==> config.mk <==
export PLATFORM = sky130hd
export DESIGN_NAME = path_overhead_monitor
export DESIGN_NICKNAME = d
export VERILOG_FILES = /design/src/hw/poh_monitor_pkg.sv /design/src/hw/path_overhead_monitor.sv
export SDC_FILE = /design/constraint.sdc
export NUM_CORES = 2
export LEC_CHECK = 0
export BUFFER_PORTS_ARGS = -buffer_cell sky130_fd_sc_hd__buf_2
export CAP_MARGIN = 20
export CORE_MARGIN = 3
export CORE_UTILIZATION = 30
export DETAILED_ROUTE_END_ITERATION = 8
export HOLD_SLACK_MARGIN = 0.05
export SYNTH_ARGS = -nofsm -noshare
export SYNTH_HDL_FRONTEND = slang
export SYNTH_SLANG_ARGS = --single-unit
==> constraint.sdc <==
create_clock -name sys_clk -period 7.22 [get_ports sys_clk]
set_input_delay 0.361 -clock sys_clk [delete_from_list [all_inputs] [get_ports sys_clk]]
set_output_delay 0.361 -clock sys_clk [all_outputs]
set_load 0.05 [all_outputs]
==> src/hw/poh_monitor_pkg.sv <==
// Constants, register map and carrier types for the path overhead monitor
package poh_monitor_pkg;

   // Register bus widths
   localparam int ADDR_W = 8;
   localparam int DATA_W = 16;

   // Register offsets
   localparam logic [7:0] OFS_CTRL = 8'h00;
   localparam logic [7:0] OFS_EXP_LABEL = 8'h01;
   localparam logic [7:0] OFS_STATUS = 8'h02;
   localparam logic [7:0] OFS_DELTA = 8'h03;
   localparam logic [7:0] OFS_B3_COUNT = 8'h04;
   localparam logic [7:0] OFS_REI_COUNT = 8'h05;
   localparam logic [1:0] OFS_STORE_PAGE = 2'h1;

   // Reset values
   localparam logic [7:0] CTRL_RESET = 8'h50;
   localparam logic [7:0] EXP_LABEL_RESET = 8'h01;

   // Status register field positions
   localparam int ST_OOF = 0;
   localparam int ST_PLM = 1;
   localparam int ST_UNEQ = 2;
   localparam int ST_RDI_DEFECT = 3;
   localparam int ST_RDI_LSB = 4;
   localparam int ST_LABEL_LSB = 8;

   // Delta register bit positions
   localparam int DL_AVAIL = 0;
   localparam int DL_OOF = 1;
   localparam int DL_TRACE = 2;
   localparam int DL_LABEL = 3;
   localparam int DL_PLM = 4;
   localparam int DL_UNEQ = 5;
   localparam int DL_RDI = 6;
   localparam int DELTA_W = 7;

   // Counts
   localparam int TRACE_LEN = 64;
   localparam logic [6:0] TRACE_LEN_CNT = 7'h40;
   localparam logic [3:0] SDH_ZERO_RUN = 4'hf;
   localparam logic [1:0] SDH_BAD_FRAMES = 2'h3;
   localparam logic [1:0] SDH_SAME_FRAMES = 2'h3;
   localparam logic [2:0] LABEL_FRAMES = 3'h5;
   localparam logic [3:0] REI_MAX = 4'h8;
   localparam logic [2:0] RDI_DEFECT_FRAMES = 3'h5;

   // Trace delimiter bytes
   localparam logic [7:0] TRACE_CR = 8'h0d;
   localparam logic [7:0] TRACE_LF = 8'h0a;

   // Exempt labels
   localparam logic [7:0] LABEL_UNEQ = 8'h00;
   localparam logic [7:0] LABEL_EQUIP = 8'h01;
   localparam logic [7:0] LABEL_PDI = 8'hfc;
   localparam logic [7:0] LABEL_RSVD = 8'hff;

   // Byte stream from the upstream pointer interpreter
   typedef struct packed {
      logic [7:0] data;
      logic spe;
      logic j1;
      logic b3;
      logic c2;
      logic g1;
   } poh_in_s;

   // Control register layout
   typedef struct packed {
      logic [3:0] persist;
      logic rdi_sel;
      logic delim;
      logic capture;
      logic sdh;
   } ctrl_s;

   // Trace framer and capture states
   typedef enum logic {TF_SEARCH, TF_SYNC} tf_state_e;
   typedef enum logic {CAP_IDLE, CAP_RUN} cap_state_e;

endpackage

==> src/hw/path_overhead_monitor.sv <==
// Receive path overhead monitor: trace, parity, label and status bytes
//
// The placing of the registers and the plain strobed port were chosen for this implementation.
`timescale 1ns/1ps
`default_nettype none
module path_overhead_monitor
(
   // Clock and reset
   input wire logic sys_clk,
   input wire logic reset,
   // Byte stream and upstream indications
   input wire poh_monitor_pkg::poh_in_s poh,
   input wire logic latch_event,
   input wire logic path_ais,
   // Register port
   input wire logic [7:0] reg_addr,
   input wire logic [15:0] reg_wdata,
   input wire logic reg_wr,
   input wire logic reg_rd,
   output logic [15:0] reg_rdata,
   // Transmit side overhead requests
   output logic [3:0] tx_rei_count,
   output logic tx_rdi_request
);

   // Adds with saturation at sixteen bits
   function automatic logic [15:0] add_sat(input logic [15:0] a, input logic [3:0] b);
      logic [16:0] s;
      s = {1'b0, a} + {13'h0000, b};
      add_sat = s[16] ? 16'hffff : s[15:0];
   endfunction

   // Counts set bits of a byte
   function automatic logic [3:0] ones(input logic [7:0] v);
      logic [3:0] n;
      n = 4'h0;
      for (int i = 0; i < 8; i++)
      begin
         n = n + {3'h0, v[i]};
      end
      ones = n;
   endfunction

   // Software registers
   poh_monitor_pkg::ctrl_s ctrl_r; // Mode and option bits
   logic [7:0] exp_label_r; // Expected signal label
   logic [poh_monitor_pkg::DELTA_W-1:0] delta_r; // Sticky change bits
   logic [15:0] rdata_r; // Read data, one cycle after strobe
   logic [7:0] store_r [poh_monitor_pkg::TRACE_LEN]; // Trace capture store

   // Common strobes
   wire logic sdh = ctrl_r.sdh;
   wire logic [7:0] pd = poh.data;
   wire logic j1_sonet = ~sdh & poh.j1;
   wire logic j1_sdh = sdh & poh.j1;
   logic latch_prev_r;
   wire logic latch_edge = latch_event & ~latch_prev_r;

   // SONET capture
   poh_monitor_pkg::cap_state_e cap_state_r;
   logic cap_req_prev_r; // Last request bit, for edge detection
   logic [6:0] cap_cnt_r; // Bytes shifted in, saturating at 64
   wire logic cap_start = ~sdh & ctrl_r.capture & ~cap_req_prev_r;
   wire logic cap_shift = j1_sonet & (cap_state_r == poh_monitor_pkg::CAP_RUN);
   wire logic [6:0] cap_cnt_inc = (cap_cnt_r == poh_monitor_pkg::TRACE_LEN_CNT) ?
                                  cap_cnt_r : cap_cnt_r + 7'h01;
   wire logic cap_tail = (store_r[poh_monitor_pkg::TRACE_LEN-1] == poh_monitor_pkg::TRACE_CR)
                         & (pd == poh_monitor_pkg::TRACE_LF);
   wire logic cap_done = cap_shift & (cap_cnt_inc == poh_monitor_pkg::TRACE_LEN_CNT)
                         & (~ctrl_r.delim | cap_tail);

   // SDH trace framer and acceptance
   poh_monitor_pkg::tf_state_e tf_state_r;
   logic [3:0] zero_run_r; // Consecutive zero MSBs while searching
   logic [3:0] tf_pos_r; // Byte position in frame, marker is 0
   logic tf_err_r; // MSB error seen in current frame
   logic [1:0] bad_cnt_r; // Consecutive errored frames
   logic [1:0] same_cnt_r; // Consecutive identical frames
   logic [127:0] cur_frame_r; // Frame being assembled, store order
   logic [127:0] prev_frame_r; // Last complete frame
   logic [127:0] frame_nxt; // Current frame with this byte added
   logic [127:0] store_lo; // Entries 0..15 of the store, packed
   logic tf_oof_r; // Trace out-of-frame flag
   wire logic in_sync = (tf_state_r == poh_monitor_pkg::TF_SYNC);
   wire logic msb_err = (tf_pos_r == 4'h0) ? ~pd[7] : pd[7];
   wire logic err_acc = tf_err_r | msb_err;
   wire logic frame_end = j1_sdh & in_sync & (tf_pos_r == 4'hf);
   wire logic go_sync = j1_sdh & ~in_sync & pd[7]
                        & (zero_run_r == poh_monitor_pkg::SDH_ZERO_RUN);
   wire logic [1:0] bad_nxt = err_acc ? bad_cnt_r + 2'h1 : 2'h0;
   wire logic lose_sync = frame_end & (bad_nxt == poh_monitor_pkg::SDH_BAD_FRAMES);
   wire logic frame_same = (frame_nxt == prev_frame_r);
   wire logic [1:0] same_nxt = ~frame_same ? 2'h1 :
                               (same_cnt_r == poh_monitor_pkg::SDH_SAME_FRAMES) ?
                               same_cnt_r : same_cnt_r + 2'h1;
   wire logic sdh_accept = frame_end & (same_nxt == poh_monitor_pkg::SDH_SAME_FRAMES);
   wire logic tf_oof_nxt = sdh & ~(in_sync & ~lose_sync | go_sync);

   // Place this byte into the frame; marker lands at entry 15
   always_comb
   begin
      frame_nxt = cur_frame_r;
      frame_nxt[{tf_pos_r - 4'h1, 3'h0} +: 8] = pd;
      for (int i = 0; i < 16; i++)
      begin
         store_lo[8*i +: 8] = store_r[i];
      end
   end

   // Path parity
   logic [7:0] bip_acc_r; // Parity of the frame in progress
   logic [7:0] bip_prev_r; // Parity of the previous frame
   logic acc_ok_r; // Accumulation began on a J1 byte
   logic prev_ok_r; // Previous-frame parity is complete
   logic [15:0] b3_cnt_r; // Running parity error total
   logic [15:0] b3_count_r; // Latched parity error total
   logic [3:0] rei_r; // Last B3 mismatch count
   wire logic b3_chk = poh.b3 & prev_ok_r;
   wire logic [3:0] b3_err = b3_chk ? ones(pd ^ bip_prev_r) : 4'h0;

   // Signal label
   logic [7:0] c2_last_r; // Last received label
   logic [2:0] c2_cnt_r; // Consecutive identical labels
   logic [7:0] label_r; // Accepted signal label
   logic plm_r; // Label mismatch flag
   logic uneq_r; // Unequipped flag
   logic rdi_req_r; // Transmit RDI request
   wire logic c2_same = (pd == c2_last_r);
   wire logic [2:0] c2_cnt_nxt = ~c2_same ? 3'h1 :
                                 (c2_cnt_r == poh_monitor_pkg::LABEL_FRAMES) ?
                                 c2_cnt_r : c2_cnt_r + 3'h1;
   wire logic c2_accept = poh.c2 & (c2_cnt_nxt == poh_monitor_pkg::LABEL_FRAMES);
   wire logic exempt = (label_r == poh_monitor_pkg::LABEL_UNEQ)
                       | (label_r == poh_monitor_pkg::LABEL_EQUIP)
                       | (label_r == poh_monitor_pkg::LABEL_PDI)
                       | (label_r == poh_monitor_pkg::LABEL_RSVD);
   wire logic plm_w = (label_r != exp_label_r) & ~exempt;
   wire logic uneq_w = (label_r == poh_monitor_pkg::LABEL_UNEQ)
                       & (exp_label_r != 8'h00);

   // Path status byte
   logic [15:0] rei_cnt_r; // Running remote error total
   logic [15:0] rei_count_r; // Latched remote error total
   logic [2:0] rdi_last_r; // Last monitored value
   logic [3:0] rdi_cnt_r; // Consecutive identical values
   logic [2:0] rdi_acc_r; // Accepted G1 bits 5..7
   logic [2:0] on_cnt_r; // Frames carrying RDI
   logic [2:0] off_cnt_r; // Frames with bits 5 and 6 clear
   logic rdi_def_r; // Path RDI defect
   wire logic [3:0] g1_rei = (poh.g1 & (pd[7:4] <= poh_monitor_pkg::REI_MAX)) ?
                             pd[7:4] : 4'h0;
   wire logic [2:0] rdi_mon = ctrl_r.rdi_sel ? {pd[3], 2'h0} : pd[3:1];
   wire logic [3:0] rdi_cnt_nxt = (rdi_mon != rdi_last_r) ? 4'h1 :
                                  (rdi_cnt_r == 4'hf) ? rdi_cnt_r : rdi_cnt_r + 4'h1;
   wire logic [3:0] persist = (ctrl_r.persist == 4'h0) ? 4'h1 : ctrl_r.persist;
   wire logic rdi_accept = poh.g1 & (rdi_cnt_nxt >= persist);
   wire logic rdi_diff = ctrl_r.rdi_sel ? (pd[3] != rdi_acc_r[2])
                                        : (pd[3:1] != rdi_acc_r);
   wire logic def_step = poh.g1 & ~sdh & ~path_ais;
   wire logic [2:0] on_nxt = ~pd[3] ? 3'h0 :
                             (on_cnt_r == poh_monitor_pkg::RDI_DEFECT_FRAMES) ?
                             on_cnt_r : on_cnt_r + 3'h1;
   wire logic [2:0] off_nxt = (pd[3:2] != 2'h0) ? 3'h0 :
                              (off_cnt_r == poh_monitor_pkg::RDI_DEFECT_FRAMES) ?
                              off_cnt_r : off_cnt_r + 3'h1;

   // Delta set and clear; a set in the clearing cycle wins
   logic [poh_monitor_pkg::DELTA_W-1:0] delta_set;
   always_comb
   begin
      delta_set = '0;
      delta_set[poh_monitor_pkg::DL_AVAIL] = cap_done;
      delta_set[poh_monitor_pkg::DL_OOF] = (tf_oof_nxt != tf_oof_r);
      delta_set[poh_monitor_pkg::DL_TRACE] = sdh_accept & (frame_nxt != store_lo);
      delta_set[poh_monitor_pkg::DL_LABEL] = c2_accept & (pd != label_r);
      delta_set[poh_monitor_pkg::DL_PLM] = (plm_w != plm_r);
      delta_set[poh_monitor_pkg::DL_UNEQ] = (uneq_w != uneq_r);
      delta_set[poh_monitor_pkg::DL_RDI] = rdi_accept & rdi_diff;
   end
   wire logic delta_wr = reg_wr & (reg_addr == poh_monitor_pkg::OFS_DELTA);
   wire logic [poh_monitor_pkg::DELTA_W-1:0] delta_clr =
      delta_wr ? reg_wdata[poh_monitor_pkg::DELTA_W-1:0] : '0;

   // Read decode
   logic [15:0] rd_mux;
   always_comb
   begin
      rd_mux = 16'h0000;
      if (reg_addr == poh_monitor_pkg::OFS_CTRL)
         rd_mux = {8'h00, ctrl_r};
      else if (reg_addr == poh_monitor_pkg::OFS_EXP_LABEL)
         rd_mux = {8'h00, exp_label_r};
      else if (reg_addr == poh_monitor_pkg::OFS_STATUS)
      begin
         rd_mux[poh_monitor_pkg::ST_OOF] = tf_oof_r & sdh;
         rd_mux[poh_monitor_pkg::ST_PLM] = plm_r;
         rd_mux[poh_monitor_pkg::ST_UNEQ] = uneq_r;
         rd_mux[poh_monitor_pkg::ST_RDI_DEFECT] = rdi_def_r & ~sdh;
         rd_mux[poh_monitor_pkg::ST_RDI_LSB +: 3] = rdi_acc_r;
         rd_mux[poh_monitor_pkg::ST_LABEL_LSB +: 8] = label_r;
      end
      else if (reg_addr == poh_monitor_pkg::OFS_DELTA)
         rd_mux = {{(16-poh_monitor_pkg::DELTA_W){1'b0}}, delta_r};
      else if (reg_addr == poh_monitor_pkg::OFS_B3_COUNT)
         rd_mux = b3_count_r;
      else if (reg_addr == poh_monitor_pkg::OFS_REI_COUNT)
         rd_mux = rei_count_r;
      else if (reg_addr[7:6] == poh_monitor_pkg::OFS_STORE_PAGE)
         rd_mux = {8'h00, store_r[reg_addr[5:0]]};
   end

   // Register port; read data stands only in the cycle after the strobe
   always_ff @(posedge sys_clk)
   begin
      if (reset)
      begin
         ctrl_r <= poh_monitor_pkg::CTRL_RESET;
         exp_label_r <= poh_monitor_pkg::EXP_LABEL_RESET;
         delta_r <= '0;
         rdata_r <= 16'h0000;
      end
      else
      begin
         if (reg_wr & (reg_addr == poh_monitor_pkg::OFS_CTRL))
            ctrl_r <= reg_wdata[7:0];
         if (reg_wr & (reg_addr == poh_monitor_pkg::OFS_EXP_LABEL))
            exp_label_r <= reg_wdata[7:0];
         delta_r <= (delta_r & ~delta_clr) | delta_set;
         rdata_r <= reg_rd ? rd_mux : 16'h0000;
      end
   end

   // Trace store: SONET shift capture or SDH accepted frame
   always_ff @(posedge sys_clk)
   begin
      if (reset)
      begin
         for (int i = 0; i < poh_monitor_pkg::TRACE_LEN; i++)
            store_r[i] <= 8'h00;
      end
      else if (cap_shift)
      begin
         // Oldest byte at entry 0; the tail check sees the last two bytes
         for (int i = 0; i < poh_monitor_pkg::TRACE_LEN - 1; i++)
            store_r[i] <= store_r[i+1];
         store_r[poh_monitor_pkg::TRACE_LEN-1] <= pd;
      end
      else if (sdh_accept)
      begin
         for (int i = 0; i < 16; i++)
            store_r[i] <= frame_nxt[8*i +: 8];
      end
   end

   // SONET capture control; a request in SDH mode is ignored
   always_ff @(posedge sys_clk)
   begin
      if (reset)
      begin
         cap_state_r <= poh_monitor_pkg::CAP_IDLE;
         cap_req_prev_r <= 1'b0;
         cap_cnt_r <= 7'h00;
      end
      else
      begin
         cap_req_prev_r <= ctrl_r.capture;
         case (cap_state_r)
            poh_monitor_pkg::CAP_IDLE:
               if (cap_start)
               begin
                  cap_state_r <= poh_monitor_pkg::CAP_RUN;
                  cap_cnt_r <= 7'h00;
               end
            poh_monitor_pkg::CAP_RUN:
               if (sdh | cap_done)
                  cap_state_r <= poh_monitor_pkg::CAP_IDLE;
               else if (cap_shift)
                  cap_cnt_r <= cap_cnt_inc;
            default:
               cap_state_r <= poh_monitor_pkg::CAP_IDLE;
         endcase
      end
   end

   // SDH trace framer; SONET keeps it parked in search
   always_ff @(posedge sys_clk)
   begin
      if (reset | ~sdh)
      begin
         tf_state_r <= poh_monitor_pkg::TF_SEARCH;
         zero_run_r <= 4'h0;
         tf_pos_r <= 4'h0;
         tf_err_r <= 1'b0;
         bad_cnt_r <= 2'h0;
         same_cnt_r <= 2'h0;
         cur_frame_r <= '0;
         prev_frame_r <= '0;
      end
      else if (j1_sdh)
      begin
         case (tf_state_r)
            poh_monitor_pkg::TF_SEARCH:
            begin
               zero_run_r <= pd[7] ? 4'h0 : (zero_run_r == poh_monitor_pkg::SDH_ZERO_RUN) ?
                             zero_run_r : zero_run_r + 4'h1;
               if (go_sync)
               begin
                  tf_state_r <= poh_monitor_pkg::TF_SYNC;
                  tf_pos_r <= 4'h1;
                  tf_err_r <= 1'b0;
                  bad_cnt_r <= 2'h0;
                  same_cnt_r <= 2'h0;
                  cur_frame_r <= frame_nxt;
               end
            end
            poh_monitor_pkg::TF_SYNC:
            begin
               tf_pos_r <= tf_pos_r + 4'h1;
               cur_frame_r <= frame_nxt;
               tf_err_r <= frame_end ? 1'b0 : err_acc;
               if (frame_end)
               begin
                  bad_cnt_r <= bad_nxt;
                  same_cnt_r <= same_nxt;
                  prev_frame_r <= frame_nxt;
               end
               if (lose_sync)
               begin
                  tf_state_r <= poh_monitor_pkg::TF_SEARCH;
                  zero_run_r <= 4'h0;
               end
            end
            default:
               tf_state_r <= poh_monitor_pkg::TF_SEARCH;
         endcase
      end
   end

   // Parity accumulation, error totals and latching
   always_ff @(posedge sys_clk)
   begin
      if (reset)
      begin
         latch_prev_r <= 1'b0;
         bip_acc_r <= 8'h00;
         bip_prev_r <= 8'h00;
         acc_ok_r <= 1'b0;
         prev_ok_r <= 1'b0;
         b3_cnt_r <= 16'h0000;
         b3_count_r <= 16'h0000;
         rei_cnt_r <= 16'h0000;
         rei_count_r <= 16'h0000;
         rei_r <= 4'h0;
      end
      else
      begin
         latch_prev_r <= latch_event;
         // J1 opens a frame: the finished parity waits for the next B3
         if (poh.spe & poh.j1)
         begin
            bip_prev_r <= bip_acc_r;
            prev_ok_r <= acc_ok_r;
            bip_acc_r <= pd;
            acc_ok_r <= 1'b1;
         end
         else if (poh.spe)
            bip_acc_r <= bip_acc_r ^ pd;
         if (b3_chk)
            rei_r <= b3_err;
         // On the latch edge this cycle's errors start the new total
         if (latch_edge)
         begin
            b3_count_r <= b3_cnt_r;
            b3_cnt_r <= {12'h000, b3_err};
            rei_count_r <= rei_cnt_r;
            rei_cnt_r <= {12'h000, g1_rei};
         end
         else
         begin
            b3_cnt_r <= add_sat(b3_cnt_r, b3_err);
            rei_cnt_r <= add_sat(rei_cnt_r, g1_rei);
         end
      end
   end

   // Label acceptance and defect flags
   always_ff @(posedge sys_clk)
   begin
      if (reset)
      begin
         c2_last_r <= 8'h00;
         c2_cnt_r <= 3'h0;
         label_r <= 8'h00;
         plm_r <= 1'b0;
         uneq_r <= 1'b0;
         rdi_req_r <= 1'b0;
      end
      else
      begin
         if (poh.c2)
         begin
            c2_last_r <= pd;
            c2_cnt_r <= c2_cnt_nxt;
         end
         if (c2_accept)
            label_r <= pd;
         plm_r <= plm_w;
         uneq_r <= uneq_w;
         rdi_req_r <= plm_w | uneq_w;
      end
   end

   // Remote defect acceptance and SONET defect
   always_ff @(posedge sys_clk)
   begin
      if (reset)
      begin
         rdi_last_r <= 3'h0;
         rdi_cnt_r <= 4'h0;
         rdi_acc_r <= 3'h0;
         on_cnt_r <= 3'h0;
         off_cnt_r <= 3'h0;
         rdi_def_r <= 1'b0;
      end
      else
      begin
         if (poh.g1)
         begin
            rdi_last_r <= rdi_mon;
            rdi_cnt_r <= rdi_cnt_nxt;
         end
         if (rdi_accept)
            rdi_acc_r <= pd[3:1];
         if (sdh)
         begin
            on_cnt_r <= 3'h0;
            off_cnt_r <= 3'h0;
            rdi_def_r <= 1'b0;
         end
         else if (def_step)
         begin
            on_cnt_r <= on_nxt;
            off_cnt_r <= off_nxt;
            if (on_nxt == poh_monitor_pkg::RDI_DEFECT_FRAMES)
               rdi_def_r <= 1'b1;
            else if (off_nxt == poh_monitor_pkg::RDI_DEFECT_FRAMES)
               rdi_def_r <= 1'b0;
         end
      end
   end

   // Out-of-frame flag
   always_ff @(posedge sys_clk)
   begin
      if (reset)
         tf_oof_r <= 1'b0;
      else
         tf_oof_r <= tf_oof_nxt;
   end

   // Outputs straight from flip-flops
   assign reg_rdata = rdata_r;
   assign tx_rei_count = rei_r;
   assign tx_rdi_request = rdi_req_r;

endmodule
`default_nettype wire

==> impl_results.md <==
- Status: finished, final reports clean
- Setup crit start kind: flip-flop
- Post-synth EDFFs: ~270
- Max_cap viols: 0
- Mapped Area: 46,700 um2
- First-pass GRT wire length: 227,000 um
- Clock buffer count from CTS: about 100
- CTS Sinks: 957
- Post-DP HPWL: 102,000 um
- Hold EP: reg_rdata[5]
- Crit path max fanout: 53
- CTS H-tree depth: 3
- Cell Chain, Critical Path: inv_1 -> ha_1 -> and3_1 -> a22o_1 -> buf_4 -> o21ai_2 -> buf_4 -> a211oi_1 -> nor4b_1 -> nand4_1 -> nor4_1 -> nand3_1 -> or4_1 -> nor3_2 -> or2_4 -> buf_12
- Core area: 154,000 um2
- Seq pwr share: around 47%
- Power share of the combinational group: 4.7%
- DRC viols: 0
- RSZ-0062 raised after global routing: no
- Total Neg Setup Slack: 0 ns
- Sequential share of the synthesized area: between 40% and 50%
- Final Hold Viols: 0
- Cts hold-fix bufs: 15
- WL per Instance: between 20 and 25 um
- DRT iter0 DRCs: 4,786
- Top Ports: 64
- Worst-margin pin slew: 1.27 ns
- CTS max path bufs: 3
- Die height: 400 um
- Vias per inst: approximately 5.4
- Fraction of registers with async set/reset: 0%
- Root Driver: clkbuf_16
- Mapped Cells: approximately 5,000
- Clk Latency, worst-skew pair: 0.72 ns
- Required @ worst endpoint: roughly 7.6 ns
- CP max-delay cell: nor4_1
- Initial Util: 30.2%
- Main synth FF type: dfxtp_1
- Fin crit share: 93.1%
- Die Area: 160,000 um2
- Worst setup EP type: flip-flop
- PwrDens: between 200 and 250 nW/um2
- # fillers: 15,500
- FF-to-FF setup slack: 0.50 ns
- Post-layout min period: 6.72 ns
- YS warnings: 0
- Pint: 9.17 mW
- Vias: 38,300
- Non-Filler Instances: slightly above 7,000
- Max-slew violations: 0
- ANT nets after route: 0
- Hold_ws: 0.118 ns
- Hold path startpoint: reg_addr[7]
- Total gr overflow: 0
- CP Class: flip-flop to flip-flop
- IO buf count: 55
- CP top delay family: simple AND/OR/NAND/NOR gates
- Reg2Reg Depth: 16
- Worst reg2reg startpoint: tf_pos_r[1]
- Gpl congestion: 1.00
- Vias in the first global route: around 35,000
- Clock power frac: approximately 48%
- Design Area, Final: 53,400 um2
- Sw frac: a little under a quarter
- Share of cells above drive strength 1: 12.9%
- CP dominant cell by count: buf_4
- Die W: around 400 um
- Routed WL: 151,000 um
- Area contributors post-synth: dfxtp_1 29%, edfxtp_1 18%, mux4_2 8.3%
- Max Freq: 149 MHz
- P_sw: about 2.8 mW
- Yosys top cell by area: dfxtp_1
- Lkg Pwr: ~18 nW
- Avg Cell Area, Syn: 9.40 um2
- Hold path depth: 4
- Placed insts: 6,860
- CP peak stage delay: ~0.74 ns
- Skew final: 0.0529 ns
- Path category of the worst min-delay check: input pin to flip-flop
- Relative slew slack: ~15%
- Setup Buffers After CTS: 0
- Netlist cell types: 92
- Total Nets Final: 5,019
- CTS tree: built
- Post-cts resize count: 0
- Crit path DAT: 7.10 ns
- Layout area overhead: 14.6%
- Largest net degree at the start of global routing: approximately 220
- Post-Syn Nets: 5,045
- Row cnt: 144
- Clk pin slew, worst setup/hold paths: 0.06 ns
- VDD IR-drop max: 0.188 mV
- RR Endpoint: store_r[1][0]
- Initial antenna violation count: 3
- Worst path bufs/invs: 4
- Synthesized flop and latch total: about 960
- Placed cell area: 49,500 um2
- Total Routing Usage GR: a little under a fifth
- Yosys top cell area share: 29.4%
- Pre-Repair DR Iteration Count: 6
- Final setup fails: 0
## sequential cells by signal (all words and copies together), names as in the netlist, 16 cells and up
register,flops
b3_count_r,16
rei_cnt_r,16
b3_cnt_r,16
rei_count_r,16
store_r,512
prev_frame_r,128
reg_rdata,16
cur_frame_r,128
## cell type report
| cell class | count | area [um2] | area share [%] |
|---|---|---|---|
| multi-input cells | 3573 | 23200 | 43.4 |
| flip-flops and latches | 957 | 21900 | 40.9 |
| clock buffers | 139 | 2970 | 5.55 |
| well taps | 2044 | 2560 | 4.79 |
| repair buffers | 243 | 1850 | 3.46 |
| clock inverters | 59 | 777 | 1.45 |
| inverters | 60 | 228 | 0.426 |
| diodes | 1 | 2.50 | 0.00468 |
## cells in the mapped netlist, types with 7 or more instances
| cell type | instances |
|---|---|
| nand2_1 | 875 |
| dfxtp_1 | 685 |
| a21oi_1 | 499 |
| nor2_1 | 468 |
| clkbuf_1 | 323 |
| edfxtp_1 | 272 |
| a211oi_1 | 205 |
| mux4_2 | 171 |
| and3_1 | 158 |
| xor2_1 | 139 |
| xnor2_1 | 137 |
| o21ai_0 | 125 |
| mux2i_1 | 120 |
| o21ai_1 | 77 |
| nand3_1 | 71 |
| inv_1 | 60 |
| nor3_1 | 59 |
| nor4_1 | 40 |
| nand4_1 | 38 |
| buf_1 | 37 |
| ha_1 | 31 |
| nor2b_1 | 26 |
| a31oi_1 | 25 |
| o21ai_2 | 20 |
| and2_1 | 18 |
| o22ai_1 | 18 |
| a22oi_1 | 17 |
| or3_1 | 17 |
| nand2b_1 | 16 |
| a221oi_1 | 12 |
| nand3b_1 | 11 |
| buf_2 | 10 |
| a222oi_1 | 9 |
| o2111ai_1 | 9 |
| nand4b_1 | 8 |
| nor3b_1 | 8 |
| o31ai_1 | 8 |
| a2111oi_0 | 7 |
| a21boi_0 | 7 |
| o32ai_1 | 7 |
| or2_2 | 7 |
| or4_1 | 7 |
## per-layer routing
| metal | up-vias | GRT usage, % | wire length, um |
|---|---|---|---|
| met5 | - | 0 | 0 |
| met4 | 0 | 8.28 | 7250 |
| met3 | 300 | 2.95 | 12000 |
| met2 | 1580 | 27.9 | 67400 |
| met1 | 18700 | 24.9 | 64200 |
| li1 | 17700 | - | - |
## placed cells by master (no fill, tap or decap), types with 56 or more instances in the layout
master     count
a211oi_1     205
a21oi_1      499
and3_1       158
buf_4        164
clkbuf_16    106
dfxtp_1      685
edfxtp_1     272
inv_1         59
mux2i_1      120
mux4_2       171
nand2_1      873
nand3_1       71
nor2_1       464
nor3_1        56
o21ai_0      124
o21ai_1       77
xnor2_1      137
xor2_1       139
## logic make-up (layout without fill, tap and decap cells)
group | Yosys count | in the layout | synth area share [%]
DFF | 957 | 957 | 46.9
muxes | 302 | 302 | 11.2
xor gates and xnor gates | 281 | 281 | 5.43
other | 0 | 1 | 0
and+or+nand+nor | 1849 | 1849 | 17.5
AOI/OAI and AO/OA | 1104 | 1104 | 14.3
buffers and inverters | 435 | 501 | 3.59
adders and majority gates | 37 | 37 | 1.09
## tightest hold or removal path: stages
cell and delay (ns):
buf_2 0.09, nor2b_1 0.13, nand2_1 0.10, a31oi_1 0.09
## power by group through the flow
stage          Sequential, mW  Combinational (mW)  Clock [mW]
2_1_floorplan            5.75               0.362           0
3_3_place_gp             5.76               0.549           0
6_report                 5.65               0.559        5.76
4_1_cts                  5.65               0.561        5.86
5_1_grt                  5.65               0.598        6.08
3_5_place_dp             5.76               0.551           0
## per-stage QoR
step           total power, mW  setup slack [ns]  util, %
2_1_floorplan             6.11             0.630        -
3_3_place_gp              6.31             0.804     32.1
3_5_place_dp              6.31             0.774     32.1
4_1_cts                   12.1             0.752     34.6
5_1_grt                   12.3             0.390     34.7
6_report                  12.0             0.497     34.7
## worst max-delay path by stage
stage	startpoint	to	slack, ns	depth (start not counted)
final	tf_pos_r[1]	store_r[1][0]	0.50	16
after global routing	tf_pos_r[1]	store_r[3][6]	0.39	16
after CTS	tf_pos_r[1]	store_r[1][0]	0.75	16
after detailed placement	tf_pos_r[1]	store_r[2][6]	0.77	16
after global placement	tf_pos_r[1]	store_r[1][7]	0.80	16
after floorplan	tf_pos_r[0]	store_r[10][0]	0.63	18
No activity file was read; power rests on OpenSTA's default activity.
